===== config.mk =====
export PLATFORM = sky130hd
export DESIGN_NAME = wwdt_top
export DESIGN_NICKNAME = d
export VERILOG_FILES = /design/src/rtl/wwdt_pkg.sv /design/src/rtl/wwdt_top.sv
export VERILOG_INCLUDE_DIRS = /design/src /design/src/rtl
export SDC_FILE = /design/constraint.sdc
export NUM_CORES = 1
export LEC_CHECK = 0
export ABC_AREA = 1
export BUFFER_PORTS_ARGS = -buffer_cell sky130_fd_sc_hd__buf_2
export CORE_UTILIZATION = 38
export DETAILED_ROUTE_END_ITERATION = 7
export SYNTH_ARGS = -nofsm -noshare
export SYNTH_HDL_FRONTEND = slang
export SYNTH_SLANG_ARGS = --single-unit

===== constraint.sdc =====
create_clock -name clk -period 4.75 [get_ports clk]
set_input_delay 0.475 -clock clk [delete_from_list [all_inputs] [get_ports clk]]
set_output_delay 0.475 -clock clk [all_outputs]
set_load 0.01 [all_outputs]

===== src/rtl/wwdt_consts.svh =====
`ifndef WWDT_CONSTS_SVH
`define WWDT_CONSTS_SVH

// register byte offsets
`define WWDT_OFF_CONTROL   4'h0
`define WWDT_OFF_COUNTER   4'h4
`define WWDT_OFF_OVERFLOW  4'h8
`define WWDT_OFF_WINDOW    4'hC
// control field positions
`define WWDT_BIT_SLEEP     0
`define WWDT_BIT_IDLE      1
`define WWDT_BIT_UPDATE    5
`define WWDT_BIT_ENABLE    7
`define WWDT_BIT_CLKSEL    8
`define WWDT_BIT_DBGHALT   9
`define WWDT_BIT_WINEN     15
`define WWDT_CTRL_MASK     16'h83A3
// reset values
`define WWDT_RST_CONTROL   16'h0180
`define WWDT_RST_OVERFLOW  16'hFFFF
`define WWDT_RST_WINDOW    16'h0000
// keys
`define WWDT_KEY_REFRESH   16'h55AA
`define WWDT_KEY_UNLOCK    16'h6BC3
// timing
`define WWDT_UNLOCK_CLKS   256
`define WWDT_SYS_HZ        25000000
`define WWDT_FAST_HZ       32000
`define WWDT_SLOW_HZ       1000
`define WWDT_FAST_DIV      (`WWDT_SYS_HZ / `WWDT_FAST_HZ)
`define WWDT_SLOW_DIV      (`WWDT_SYS_HZ / `WWDT_SLOW_HZ)
// axi responses
`define WWDT_RESP_OKAY     2'h0
`define WWDT_RESP_SLVERR   2'h2

`endif


===== src/rtl/wwdt_pkg.sv =====
package wwdt_pkg;
    typedef struct packed {
        logic window_mode_enable;
        logic debug_halt;
        logic count_clock_select;
        logic enable;
        logic update_allow;
        logic idle_run_enable;
        logic sleep_mode_run_enable;
    } wwdt_ctrl_s;
endpackage


===== src/rtl/wwdt_top.sv =====
// Operation
// 16-bit counter resets system past overflow value
// bit 8 selects 32 kHz or 1 kHz
// after reset running, 32 kHz, overflow FFFF
// key 55AA written to counter clears it
// other counter write values reset immediately
// software refreshes before overflow is exceeded
// window mode resets on too-early refresh
// window minimum capped at 75% of overflow
// config registers writable once after reset
// software writes window, overflow, then control
// software writes all registers at initialisation
// unlock key 6BC3 opens 256-clock window
// unlocked config applies after 256 clocks
// repeated unlock restarts the unlock counter
// bit 5 update permission, resets to 0
// bit 7 enable, resets to 1
// watchdog reset wakes system from low power
// software waits 256 clocks before low power
// optional halt of counting in debug
// bit 1 idle mode enable, reset 0
// bit 0 sleep mode enable, reset 0
// counter readable, writes only act as keys
// window value zero means non-window mode
// disabled watchdog holds zero, no reset
`timescale 1ns/1ns
`include "wwdt_consts.svh"

module wwdt_top
    import wwdt_pkg::*;
#(
    parameter int FAST_DIV = `WWDT_FAST_DIV,
    parameter int SLOW_DIV = `WWDT_SLOW_DIV
)(
    input  wire logic        clk,
    input  wire logic        rst,
    input  wire logic [31:0] s_axi_awaddr,
    input  wire logic        s_axi_awvalid,
    output logic             s_axi_awready,
    input  wire logic [31:0] s_axi_wdata,
    input  wire logic [3:0]  s_axi_wstrb,
    input  wire logic        s_axi_wvalid,
    output logic             s_axi_wready,
    output logic [1:0]       s_axi_bresp,
    output logic             s_axi_bvalid,
    input  wire logic        s_axi_bready,
    input  wire logic [31:0] s_axi_araddr,
    input  wire logic        s_axi_arvalid,
    output logic             s_axi_arready,
    output logic [31:0]      s_axi_rdata,
    output logic [1:0]       s_axi_rresp,
    output logic             s_axi_rvalid,
    input  wire logic        s_axi_rready,
    input  wire logic        sleep_mode,
    input  wire logic        idle_mode,
    input  wire logic        debug_halted,
    output logic             system_reset_req,
    output logic             wakeup_req
);

    ////////////////////////////////////////////////////////////////////////////
    // declarations
    logic [15:0] ctrl_q;
    logic [15:0] ovf_q;
    logic [15:0] win_q;
    logic [15:0] ctrl_sh_q;
    logic [15:0] ovf_sh_q;
    logic [15:0] win_sh_q;
    logic        locked_ctrl_q;
    logic        locked_ovf_q;
    logic        locked_win_q;
    logic        unlock_q;
    logic [8:0]  unlock_cnt_q;
    logic        pending_q;
    logic [15:0] cnt_q;
    logic [31:0] div_q;
    logic [1:0]  sleep_sync_q;
    logic [1:0]  idle_sync_q;
    logic [1:0]  dbg_sync_q;
    logic        aw_held_q;
    logic        w_held_q;
    logic [3:0]  aw_addr_q;
    logic [15:0] w_data_q;
    logic [1:0]  w_strb_q;
    logic        wr_fire;
    logic        wr_ctrl;
    logic        wr_ovf;
    logic        wr_win;
    logic        wr_cnt;
    logic        key_refresh;
    logic        key_unlock;
    logic        bad_key;
    logic        tick;
    logic        run;
    logic [17:0] win_cap;
    logic [15:0] win_eff;
    logic        too_early;
    logic        apply_now;
    logic [31:0] div_lim;
    wwdt_ctrl_s  cfg;

    assign cfg = '{window_mode_enable:    ctrl_q[`WWDT_BIT_WINEN],
                   debug_halt:            ctrl_q[`WWDT_BIT_DBGHALT],
                   count_clock_select:    ctrl_q[`WWDT_BIT_CLKSEL],
                   enable:                ctrl_q[`WWDT_BIT_ENABLE],
                   update_allow:          ctrl_q[`WWDT_BIT_UPDATE],
                   idle_run_enable:       ctrl_q[`WWDT_BIT_IDLE],
                   sleep_mode_run_enable: ctrl_q[`WWDT_BIT_SLEEP]};

    ////////////////////////////////////////////////////////////////////////////
    // write channel: address and data taken in either order
    always_ff @(posedge clk)
    begin
        if (rst || wr_fire)
        begin
            aw_held_q <= 1'b0;
            w_held_q  <= 1'b0;
        end
        else
        begin
            if (s_axi_awvalid && s_axi_awready)
                aw_held_q <= 1'b1;
            if (s_axi_wvalid && s_axi_wready)
                w_held_q <= 1'b1;
        end
    end

    // payload capture
    always_ff @(posedge clk)
    begin
        if (rst)
        begin
            aw_addr_q <= 4'h0;
            w_data_q  <= 16'h0000;
            w_strb_q  <= 2'h0;
        end
        else
        begin
            if (s_axi_awvalid && s_axi_awready)
                aw_addr_q <= (s_axi_awaddr[31:4] == 28'h0000000) ? s_axi_awaddr[3:0] : 4'h1;
            if (s_axi_wvalid && s_axi_wready)
            begin
                w_data_q <= s_axi_wdata[15:0];
                w_strb_q <= s_axi_wstrb[1:0];
            end
        end
    end

    // ready low while a response waits, so one write at a time
    always_ff @(posedge clk)
    begin
        if (rst)
        begin
            s_axi_awready <= 1'b0;
            s_axi_wready  <= 1'b0;
        end
        else
        begin
            s_axi_awready <= !aw_held_q && !(s_axi_awvalid && s_axi_awready) &&
                             !s_axi_bvalid && !wr_fire;
            s_axi_wready  <= !w_held_q && !(s_axi_wvalid && s_axi_wready) &&
                             !s_axi_bvalid && !wr_fire;
        end
    end

    assign wr_fire = aw_held_q && w_held_q;
    assign wr_ctrl = wr_fire && aw_addr_q == `WWDT_OFF_CONTROL;
    assign wr_cnt  = wr_fire && aw_addr_q == `WWDT_OFF_COUNTER;
    assign wr_ovf  = wr_fire && aw_addr_q == `WWDT_OFF_OVERFLOW;
    assign wr_win  = wr_fire && aw_addr_q == `WWDT_OFF_WINDOW;

    // write response; unmapped address gets slverr
    always_ff @(posedge clk)
    begin
        if (rst)
        begin
            s_axi_bvalid <= 1'b0;
            s_axi_bresp  <= `WWDT_RESP_OKAY;
        end
        else if (wr_fire)
        begin
            s_axi_bvalid <= 1'b1;
            s_axi_bresp  <= (wr_ctrl || wr_cnt || wr_ovf || wr_win) ?
                            `WWDT_RESP_OKAY : `WWDT_RESP_SLVERR;
        end
        else if (s_axi_bready)
            s_axi_bvalid <= 1'b0;
    end

    ////////////////////////////////////////////////////////////////////////////
    // read channel
    always_ff @(posedge clk)
    begin
        if (rst)
        begin
            s_axi_arready <= 1'b0;
            s_axi_rvalid  <= 1'b0;
            s_axi_rdata   <= 32'h00000000;
            s_axi_rresp   <= `WWDT_RESP_OKAY;
        end
        else
        begin
            s_axi_arready <= !s_axi_rvalid && !(s_axi_arvalid && s_axi_arready);
            if (s_axi_arvalid && s_axi_arready)
            begin
                s_axi_rvalid <= 1'b1;
                s_axi_rresp  <= `WWDT_RESP_OKAY;
                // counter readable
                case (s_axi_araddr)
                    32'(`WWDT_OFF_CONTROL):  s_axi_rdata <= {16'h0000, ctrl_q};
                    32'(`WWDT_OFF_COUNTER):  s_axi_rdata <= {16'h0000, cnt_q};
                    32'(`WWDT_OFF_OVERFLOW): s_axi_rdata <= {16'h0000, ovf_q};
                    32'(`WWDT_OFF_WINDOW):   s_axi_rdata <= {16'h0000, win_q};
                    default:
                    begin
                        s_axi_rdata <= 32'h00000000;
                        s_axi_rresp <= `WWDT_RESP_SLVERR;
                    end
                endcase
            end
            else if (s_axi_rready)
                s_axi_rvalid <= 1'b0;
        end
    end

    ////////////////////////////////////////////////////////////////////////////
    // key decode; partial strobes count as a bad key
    // refresh key
    assign key_refresh = wr_cnt && w_strb_q == 2'h3 && w_data_q == `WWDT_KEY_REFRESH;
    // unlock key only with update permission
    assign key_unlock  = wr_cnt && w_strb_q == 2'h3 && w_data_q == `WWDT_KEY_UNLOCK &&
                         cfg.update_allow;
    // any other counter write is fatal
    assign bad_key     = wr_cnt && !key_refresh && !key_unlock;

    // 75% cap, computed as 3*ovf/4
    assign win_cap = ({2'h0, ovf_q} + {1'b0, ovf_q, 1'b0}) >> 2;
    assign win_eff = ({2'h0, win_q} > win_cap) ? win_cap[15:0] : win_q;
    // early refresh in window mode; R23: zero window accepts anything
    assign too_early = cfg.window_mode_enable && win_q != 16'h0000 && cnt_q < win_eff;

    ////////////////////////////////////////////////////////////////////////////
    // unlock window counter
    always_ff @(posedge clk)
    begin
        if (rst)
        begin
            unlock_q     <= 1'b0;
            unlock_cnt_q <= 9'h000;
        end
        // repeated unlock restarts count
        else if (key_unlock)
        begin
            unlock_q     <= 1'b1;
            unlock_cnt_q <= 9'h000;
        end
        else if (unlock_q)
        begin
            unlock_cnt_q <= unlock_cnt_q + 9'h001;
            if (unlock_cnt_q == 9'(`WWDT_UNLOCK_CLKS - 1))
                unlock_q <= 1'b0;
        end
    end

    assign apply_now = unlock_q && unlock_cnt_q == 9'(`WWDT_UNLOCK_CLKS - 1);

    ////////////////////////////////////////////////////////////////////////////
    // write-once config; shadow copies hold unlocked writes
    always_ff @(posedge clk)
    begin
        if (rst)
        begin
            // reset state runs at 32 kHz with overflow FFFF
            // R16: R20: R21: control reset value
            ctrl_q        <= `WWDT_RST_CONTROL;
            ovf_q         <= `WWDT_RST_OVERFLOW;
            win_q         <= `WWDT_RST_WINDOW;
            ctrl_sh_q     <= `WWDT_RST_CONTROL;
            ovf_sh_q      <= `WWDT_RST_OVERFLOW;
            win_sh_q      <= `WWDT_RST_WINDOW;
            locked_ctrl_q <= 1'b0;
            locked_ovf_q  <= 1'b0;
            locked_win_q  <= 1'b0;
            pending_q     <= 1'b0;
        end
        else
        begin
            if (key_unlock)
            begin
                ctrl_sh_q <= ctrl_q;
                ovf_sh_q  <= ovf_q;
                win_sh_q  <= win_q;
            end
            // apply after 256 clocks
            // ahead of the rewrites, so a rewrite in the same clock keeps pending set
            if (apply_now && pending_q)
            begin
                ctrl_q    <= ctrl_sh_q;
                ovf_q     <= ovf_sh_q;
                win_q     <= win_sh_q;
                pending_q <= 1'b0;
            end
            // first write lands directly
            if (wr_ctrl && !locked_ctrl_q)
            begin
                ctrl_q        <= w_data_q & `WWDT_CTRL_MASK;
                locked_ctrl_q <= 1'b1;
            end
            if (wr_ovf && !locked_ovf_q)
            begin
                ovf_q        <= w_data_q;
                locked_ovf_q <= 1'b1;
            end
            if (wr_win && !locked_win_q)
            begin
                win_q        <= w_data_q;
                locked_win_q <= 1'b1;
            end
            // unlocked rewrites go to shadow
            if (unlock_q && !key_unlock)
            begin
                if (wr_ctrl && locked_ctrl_q)
                begin
                    ctrl_sh_q <= w_data_q & `WWDT_CTRL_MASK;
                    pending_q <= 1'b1;
                end
                if (wr_ovf && locked_ovf_q)
                begin
                    ovf_sh_q  <= w_data_q;
                    pending_q <= 1'b1;
                end
                if (wr_win && locked_win_q)
                begin
                    win_sh_q  <= w_data_q;
                    pending_q <= 1'b1;
                end
            end
        end
    end

    ////////////////////////////////////////////////////////////////////////////
    // low-power and debug inputs come from other domains
    always_ff @(posedge clk)
    begin
        if (rst)
        begin
            sleep_sync_q <= 2'h0;
            idle_sync_q  <= 2'h0;
            dbg_sync_q   <= 2'h0;
        end
        else
        begin
            sleep_sync_q <= {sleep_sync_q[0], sleep_mode};
            idle_sync_q  <= {idle_sync_q[0], idle_mode};
            dbg_sync_q   <= {dbg_sync_q[0], debug_halted};
        end
    end

    // counting allowed: low-power modes need their run bits
    // debug halt option; R20: idle; R21: sleep
    assign run = cfg.enable &&
                 !(cfg.debug_halt && dbg_sync_q[1]) &&
                 !(idle_sync_q[1] && !cfg.idle_run_enable) &&
                 !(sleep_sync_q[1] && !cfg.sleep_mode_run_enable);

    ////////////////////////////////////////////////////////////////////////////
    // count tick from sys clock divider, no real oscillator here
    assign div_lim = cfg.count_clock_select ? 32'(FAST_DIV - 1) : 32'(SLOW_DIV - 1);
    assign tick    = div_q >= div_lim;

    always_ff @(posedge clk)
    begin
        if (rst || !cfg.enable || tick)
            div_q <= 32'h00000000;
        else if (run)
            div_q <= div_q + 32'h00000001;
    end

    // 16-bit up counter
    always_ff @(posedge clk)
    begin
        if (rst)
            cnt_q <= 16'h0000;
        // disabled holds zero
        else if (!cfg.enable)
            cnt_q <= 16'h0000;
        // refresh clears; R22: no direct load
        else if (key_refresh)
            cnt_q <= 16'h0000;
        else if (run && tick && cnt_q != 16'hFFFF)
            cnt_q <= cnt_q + 16'h0001;
    end

    ////////////////////////////////////////////////////////////////////////////
    // reset request: sticky until the system reset lands on rst
    always_ff @(posedge clk)
    begin
        if (rst)
            system_reset_req <= 1'b0;
        // disabled asserts nothing
        else if (cfg.enable)
        begin
            // passed overflow value
            if (cnt_q > ovf_q)
                system_reset_req <= 1'b1;
            // bad key
            if (bad_key)
                system_reset_req <= 1'b1;
            // early refresh
            if (key_refresh && too_early)
                system_reset_req <= 1'b1;
        end
    end

    // wake the system when reset fires in low power
    always_ff @(posedge clk)
    begin
        if (rst)
            wakeup_req <= 1'b0;
        else if (cfg.enable && (cnt_q > ovf_q || bad_key || (key_refresh && too_early)) &&
                 (sleep_sync_q[1] || idle_sync_q[1]))
            wakeup_req <= 1'b1;
    end

endmodule // wwdt_top


## Word level (Yosys, flattened, before mapping)

Cells that the tools add are included.

- Flip-flop bits (word level): 231
- Latch bits: 0
- Memory bits (writable): 0
- ROM bits: 0
- Input port bits: 110
- Output and inout port bits: 43
- Word-level logic and storage cells: 175
- Memories: 0

- $add $sub $neg: 4
- Multipliers: 0
- Divide/modulo/power cells: 0
- Order comparisons: 4
- Equality and inequality tests: 11
- Shifts and indexed selects: 0
- Multiplexer cells: 36
- Bitwise operators: 1
- Reductions and logical operators: 86

Operator list:

| cell | number |
|---|---|
| 2-to-1 mux 16 bit | 16 |
| == test 32 x 4 -> 1 bit, second input constant | 2 |
| case mux 16 bit (4 select lines) | 1 |
| logical AND 1 bit | 43 |
| adder 32 x 1 -> 32 bit, second input constant | 1 |
| == test 16 x 15 -> 1 bit, second input constant | 2 |
| == test 32 x 3 -> 1 bit, second input constant | 1 |
| greater-or-equal comparator 32 x 15 -> 1 bit | 1 |
| greater-than comparator 16 bit | 2 |
| logical NOT 32 bit | 1 |
| logical NOT 28 bit | 1 |
| logical NOT 1 bit | 19 |
| adder 16 x 17 -> 18 bit | 1 |
| adder 16 x 1 -> 16 bit, second input constant | 1 |
| less-than comparator 16 bit | 1 |
| != test 16 bit, second input constant | 1 |
| nonzero test 16 bit | 1 |
| 2-to-1 mux 1 bit | 15 |
| 2-to-1 mux 15 bit | 1 |
| nonzero test 2 bit | 5 |
| adder 9 x 1 -> 9 bit, second input constant | 1 |
| == test 9 x 8 -> 1 bit, second input constant | 1 |
| logical OR 1 bit | 9 |
| == test 4 bit, second input constant | 2 |
| 11 further kinds | 13 |

## Longest topological paths before layout

- Depth in word-level cells: 11
- Gate-level depth with buffers: 35
- Mapped depth without buffers: 34

## Worst setup path before layout

No wires, ideal clock.

- Kind: flip-flop to flip-flop
- Start point: reg ovf_q[2]
- End point: reg wakeup_req
- Setup time: 0.070 ns
- Data arrival time: 4.293 ns
- Data required time: 4.680 ns
- Path slack: 0.387 ns
- Stages on the path, launching flop included: 31
- Buffers on the path: 1
- Clock period less this slack: 4.363 ns
- Cell sequence: dfxtp_1 ha_1 nand2_1 o21ai_0 nand2_1 o211ai_1 a21o_1 a21oi_1 o21ai_0 a21oi_1 xor2_1 ha_1 nand2_1 nor3_1 nand2_1 nand2_1 nand2_1 inv_1 clkbuf_1 nand2_1 o21ai_0 ha_1 a21oi_1 nor2_1 o21ai_0 o311ai_0 nor3_1 nand2_1 nand2_1 nand3_1 a21oi_1

- Longest elaborated chain between the ends: 9
- Elaborated cells between the ends (all ways): 11
- Those cells by class: 1 x add/sub; 3 x order compare; 1 x mux; 6 x reduce/logical

RTL lines:

| element | line | RTL |
|---|---|---|
| start: declaration | wwdt_top.sv:64 | `logic [15:0] ovf_q;` |
| start signal: assignment | wwdt_top.sv:276 | `` ovf_q <= `WWDT_RST_OVERFLOW; `` |
| start signal: assignment | wwdt_top.sv:299 | `ovf_q <= ovf_sh_q;` |
| start signal: assignment | wwdt_top.sv:311 | `ovf_q <= w_data_q;` |
| adder 16 x 17 -> 18 bit | wwdt_top.sv:237 | `assign win_cap = ({2'h0, ovf_q} + {1'b0, ovf_q, 1'b0}) >> 2;` |
| greater-than comparator 16 bit | wwdt_top.sv:238 | `assign win_eff = ({2'h0, win_q} > win_cap) ? win_cap[15:0] : win_q;` |
| 2-to-1 mux 16 bit | wwdt_top.sv:238 |  |
| less-than comparator 16 bit | wwdt_top.sv:240 | `assign too_early = cfg.window_mode_enable && win_q != 16'h0000 && cnt_q < win_eff;` |
| logical AND 1 bit | wwdt_top.sv:240 |  |
| logical AND 1 bit | wwdt_top.sv:420 | `else if (cfg.enable && (cnt_q > ovf_q \|\| bad_key \|\| (key_refresh && too_early)) &&` |
| logical OR 1 bit * | wwdt_top.sv:420 |  |
| logical AND 1 bit * (2 in a row) | wwdt_top.sv:420 |  |
| end signal: assignment | wwdt_top.sv:419 | `wakeup_req <= 1'b0;` |
| end signal: assignment | wwdt_top.sv:422 | `wakeup_req <= 1'b1;` |
| end: declaration | wwdt_top.sv:58 | `output logic wakeup_req` |

Mark *: on every way between the ends. The rest lies on a longest branch, timed or not.
A chain may end at the register's enable or synchronous reset.

## Final worst setup path

- Start point: reg ovf_q[4]
- End point: reg wakeup_req

The elaborated chain is that of the path after synthesis.

==> impl_metrics.csv <==
group,metric,value,unit
cells_and_area,drive_above_1_share,16.9,%
clocking,cts_max_level,1,
cells_and_area,layout.cells.non_filler,2037,
clocking,hold_buffers,0,
synthesis,postSynthAreaPerCell,7.43,um2
synthesis,post_synth_edffs,0,
place,placed_cell_area,0.0122,mm2
floorplan,start_util,38.6,%
synthesis,synthCells,1487,
grt,largest_net_degree_at_the_start_of_global_routing,90,
cells_and_area,final_design_area_no_fill,0.0132,mm2
clocking,clock_path_buffers,3,
grt,number_of_antenna_violations_at_the_first_check_in_global_routing,2,
clocking,cts_made_buffers,23,
synthesis,post_synth_mux_area_share,0.0906,%
worst_setup_path,cp_top_family,"simple AND/OR/NAND/NOR gates",
synthesis,synth_ff_type,"sky130_fd_sc_hd__dfxtp_1",
worst_setup_path,crit_top_cell,"sky130_fd_sc_hd__nand2_1",
synthesis,synth-adder-area-share,8.68,%
grt,gr_usage_total,21.3,%
place,final_wtd_congestion,0.916,
timing,drv_slew,0,
floorplan,die_w,172,um
detailed_routing,wire_per_inst,15.7,um
worst_setup_path,crit_path_max_fanout,7,
worst_setup_path,timing.setup.critical_path_class,"reg2reg",
grt,first_pass_grt_wire_length,49700,um
worst_setup_path,cp-end-kind,"flip-flop",
detailed_routing,route.antenna.remaining_nets,0,
grt,global_route.overflow_total,0,
clocking,cts_sinks,213,
detailed_routing,final_routed_wirelength_across_all_metal_layers,31900,um
run_status,run_status,"finished, final reports clean",
synthesis,synth_largest_area_cell,"sky130_fd_sc_hd__dfxtp_1",
grt,grt_pass1_vias,9510,
synthesis,syn_area,0.0110,mm2
synthesis,yosysSeqAreaShare,38.6,%
worst_hold_path,hold_path.class,"in2reg",
synthesis,synthXorXnorAreaFrac,1.82,%
worst_setup_path,critPathRequiredTime,5.19,ns
cells_and_area,synthToLayoutAreaGrowth,19.8,%
synthesis,postSynthRegisterBits,213,
detailed_routing,drt-vias-per-instance,5.20,
place,dp.final_hpwl,23400,um
detailed_routing,drt_first_pass_iters,5,
detailed_routing,drc,0,
synthesis,combinational_family_with_the_most_area_after_synthesis,"compound AO/OA/AOI/OAI gates",
clocking,clock_slew_at_reported_path_ffs,0.06,ns
synthesis,synth_cell_type_count,54,
worst_setup_path,slowest_cell_on_the_critical_path,"sky130_fd_sc_hd__dfxtp_4",
timing,clock-skew-final,0.0169,ns
pwr,total_leakage_power,5.59,nW
synthesis,synth-async-reset-ratio,0,%
clocking,cts-root-buf,"sky130_fd_sc_hd__clkbuf_16",
place,dp.cells,1989,
cells_and_area,fill_cells,2861,
timing,final_hold_viol_count,0,
timing,achievable-frequency,218,MHz
floorplan,ios,153,
cells_and_area,most_frequent_standard_cell_in_the_layout_excluding_fill_and_tap_cells,"sky130_fd_sc_hd__nand2_1",
pwr,pwr_density_cell,285,mW/mm2
synthesis,yosysWarningCount,0,
synthesis,post_synthesis_compound_gate_area_fraction,22.1,%
timing,fin_setup_tns,0,ns
worst_setup_path,worstSetupStartpointType,"flip-flop",
timing,min_period_over_period,96.6,%
floorplan,number_of_standard_cell_rows_in_the_floorplan,62,
timing,max_slew_margin,20.0,%
floorplan,die_area,0.0298,mm2
detailed_routing,initialDrtViolationCount,796,
worst_setup_path,slowest_delay,0.36,ns
place,port-buffer-count,116,
clocking,clkLatencyLatePin,0.52,ns
timing,worst_slew_pin_slew,1.19,ns
timing,timing.final.setup_violations,0,
timing,timing.final.crit_period,4.59,ns
cells_and_area,antenna_cells_inserted,0,
floorplan,die_y,172,um
clocking,tritoncts,"built",
detailed_routing,dr_vias,10600,
worst_setup_path,timing.reg2reg.setup_slack,0.16,ns
worst_setup_path,worst_ep_arrival_time,5.02,ns
synthesis,synth_simple_gate_area_share,20.4,%
pwr,worst_ir_drop_vdd,279,uV
cells_and_area,mostFrequentLayoutCells,"sky130_fd_sc_hd__nand2_1 (249), sky130_fd_sc_hd__dfxtp_1 (206), sky130_fd_sc_hd__o21ai_0 (189)",
synthesis,yosys.area.top_type_share,38.6,%
worst_setup_path,buffers_plus_inverters_on_the_worst_setup_path,4,
timing,grt_setup_unrepaired,"true",
job,drv_cap,0,
cells_and_area,num-nets-final,1823,
synthesis,synth.top_cells.by_area,"sky130_fd_sc_hd__dfxtp_1 (39%), sky130_fd_sc_hd__o21ai_0 (9.0%), sky130_fd_sc_hd__nand2_1 (8.8%)",
floorplan,coreArea,0.0286,mm2
## cells in the mapped netlist (2+ instances only)
master and n:
sky130_fd_sc_hd__dfxtp_1 213, sky130_fd_sc_hd__ha_1 75, sky130_fd_sc_hd__buf_1 4, sky130_fd_sc_hd__o21ai_0 199
sky130_fd_sc_hd__nor3b_1 6, sky130_fd_sc_hd__buf_4 18, sky130_fd_sc_hd__o21bai_1 2, sky130_fd_sc_hd__buf_2 5
sky130_fd_sc_hd__nor2_1 83, sky130_fd_sc_hd__o2111ai_1 20, sky130_fd_sc_hd__nand4_2 2, sky130_fd_sc_hd__a21oi_1 176
sky130_fd_sc_hd__nor4_4 2, sky130_fd_sc_hd__o211ai_1 2, sky130_fd_sc_hd__nor3_1 30, sky130_fd_sc_hd__or2_2 5
sky130_fd_sc_hd__o22ai_1 23, sky130_fd_sc_hd__clkbuf_1 51, sky130_fd_sc_hd__nand4_1 25, sky130_fd_sc_hd__xor2_1 13
sky130_fd_sc_hd__nor4_1 32, sky130_fd_sc_hd__a211oi_1 4, sky130_fd_sc_hd__nand3_1 46, sky130_fd_sc_hd__clkinv_1 2
sky130_fd_sc_hd__xnor2_1 10, sky130_fd_sc_hd__inv_1 139, sky130_fd_sc_hd__inv_2 6, sky130_fd_sc_hd__a31oi_1 5
sky130_fd_sc_hd__o21a_1 2, sky130_fd_sc_hd__a21o_1 2, sky130_fd_sc_hd__o21ai_1 3, sky130_fd_sc_hd__nand2_1 260
## area by class of cell
class | instances | area, um2 | share of cell area [%]
multi-input cells | 1081 | 6180 | 46.7
flip-flops and latches | 213 | 4280 | 32.4
repair buffers | 171 | 1000 | 7.59
clock buffers | 33 | 683 | 5.16
inverters | 147 | 554 | 4.19
well taps | 384 | 480 | 3.63
clock inverters | 8 | 43.8 | 0.331
## per-stage QoR
stage	setup WS, ns	hold WS, ns	utilization, %	total power, W
2_1_floorplan	0.387	0.388	-	0.00200
3_3_place_gp	-0.0500	0.391	42.7	0.00208
3_5_place_dp	-0.124	0.394	42.7	0.00209
4_1_cts	0.0331	0.152	45.3	0.00380
5_1_grt	-0.248	0.155	46.2	0.00391
6_report	0.162	0.165	46.2	0.00377
## worst min-delay path, delay by kind of cell
kind | cells | cell delay, ns
buffers and inverters | 2 | 0.10
and+or+nand+nor | 1 | 0.06
## power breakdown
part | leakage [nW] | internal (W) | switching [W]
sequential | 1.73 | 0.00182 | 0.0000208
clock | 0.369 | 0.000997 | 0.000720
combinational | 3.49 | 0.0000695 | 0.000142
## cell families after synthesis
family / after synthesis
simple gates: 499
fa+ha+maj: 76
compound gates: 448
flops: 213
xor+xnor: 23
other cells: 1
mux: 1
buf+inv: 226
## sequential cells by signal (all words and copies together) (netlist names), 2 cells and up
signal	cells
w_data_q	16
aw_addr_q	4
cnt_q	16
idle_sync_q	2
div_q	32
w_strb_q	2
sleep_sync_q	2
ovf_q	16
unlock_cnt_q	9
ovf_sh_q	16
s_axi_rdata	16
ctrl_q	16
dbg_sync_q	2
win_q	16
ctrl_sh_q	16
win_sh_q	16
## path summary, 6_finish.rpt
check             cells past startpoint                   endpoint                       from
setup / recovery                     30    wakeup_req$_SDFFE_PP0P_      ovf_q[4]$_SDFFE_PP1P_
setup reg to reg                     30    wakeup_req$_SDFFE_PP0P_      ovf_q[4]$_SDFFE_PP1P_
hold / removal                        3  idle_sync_q[0]$_SDFF_PP0_                  idle_mode
hold reg to reg                       2  idle_sync_q[1]$_SDFF_PP0_  idle_sync_q[0]$_SDFF_PP0_
## routing by layer
metal	part of all wire (%)	global-route usage (%)
met5	0.041	0
met4	3.3	8.00
met3	5.9	2.95
met2	46	34.8
met1	45	28.5
## what timing repair did
action | in CTS | in global routing
setup endpoints to repair | 2 | 2
gates resized for setup | 6 | 63
gates cloned | 0 | 0
pin swaps | 0 | 31
buffers inserted | 0 | 7
(Power assumes the default switching activity.)
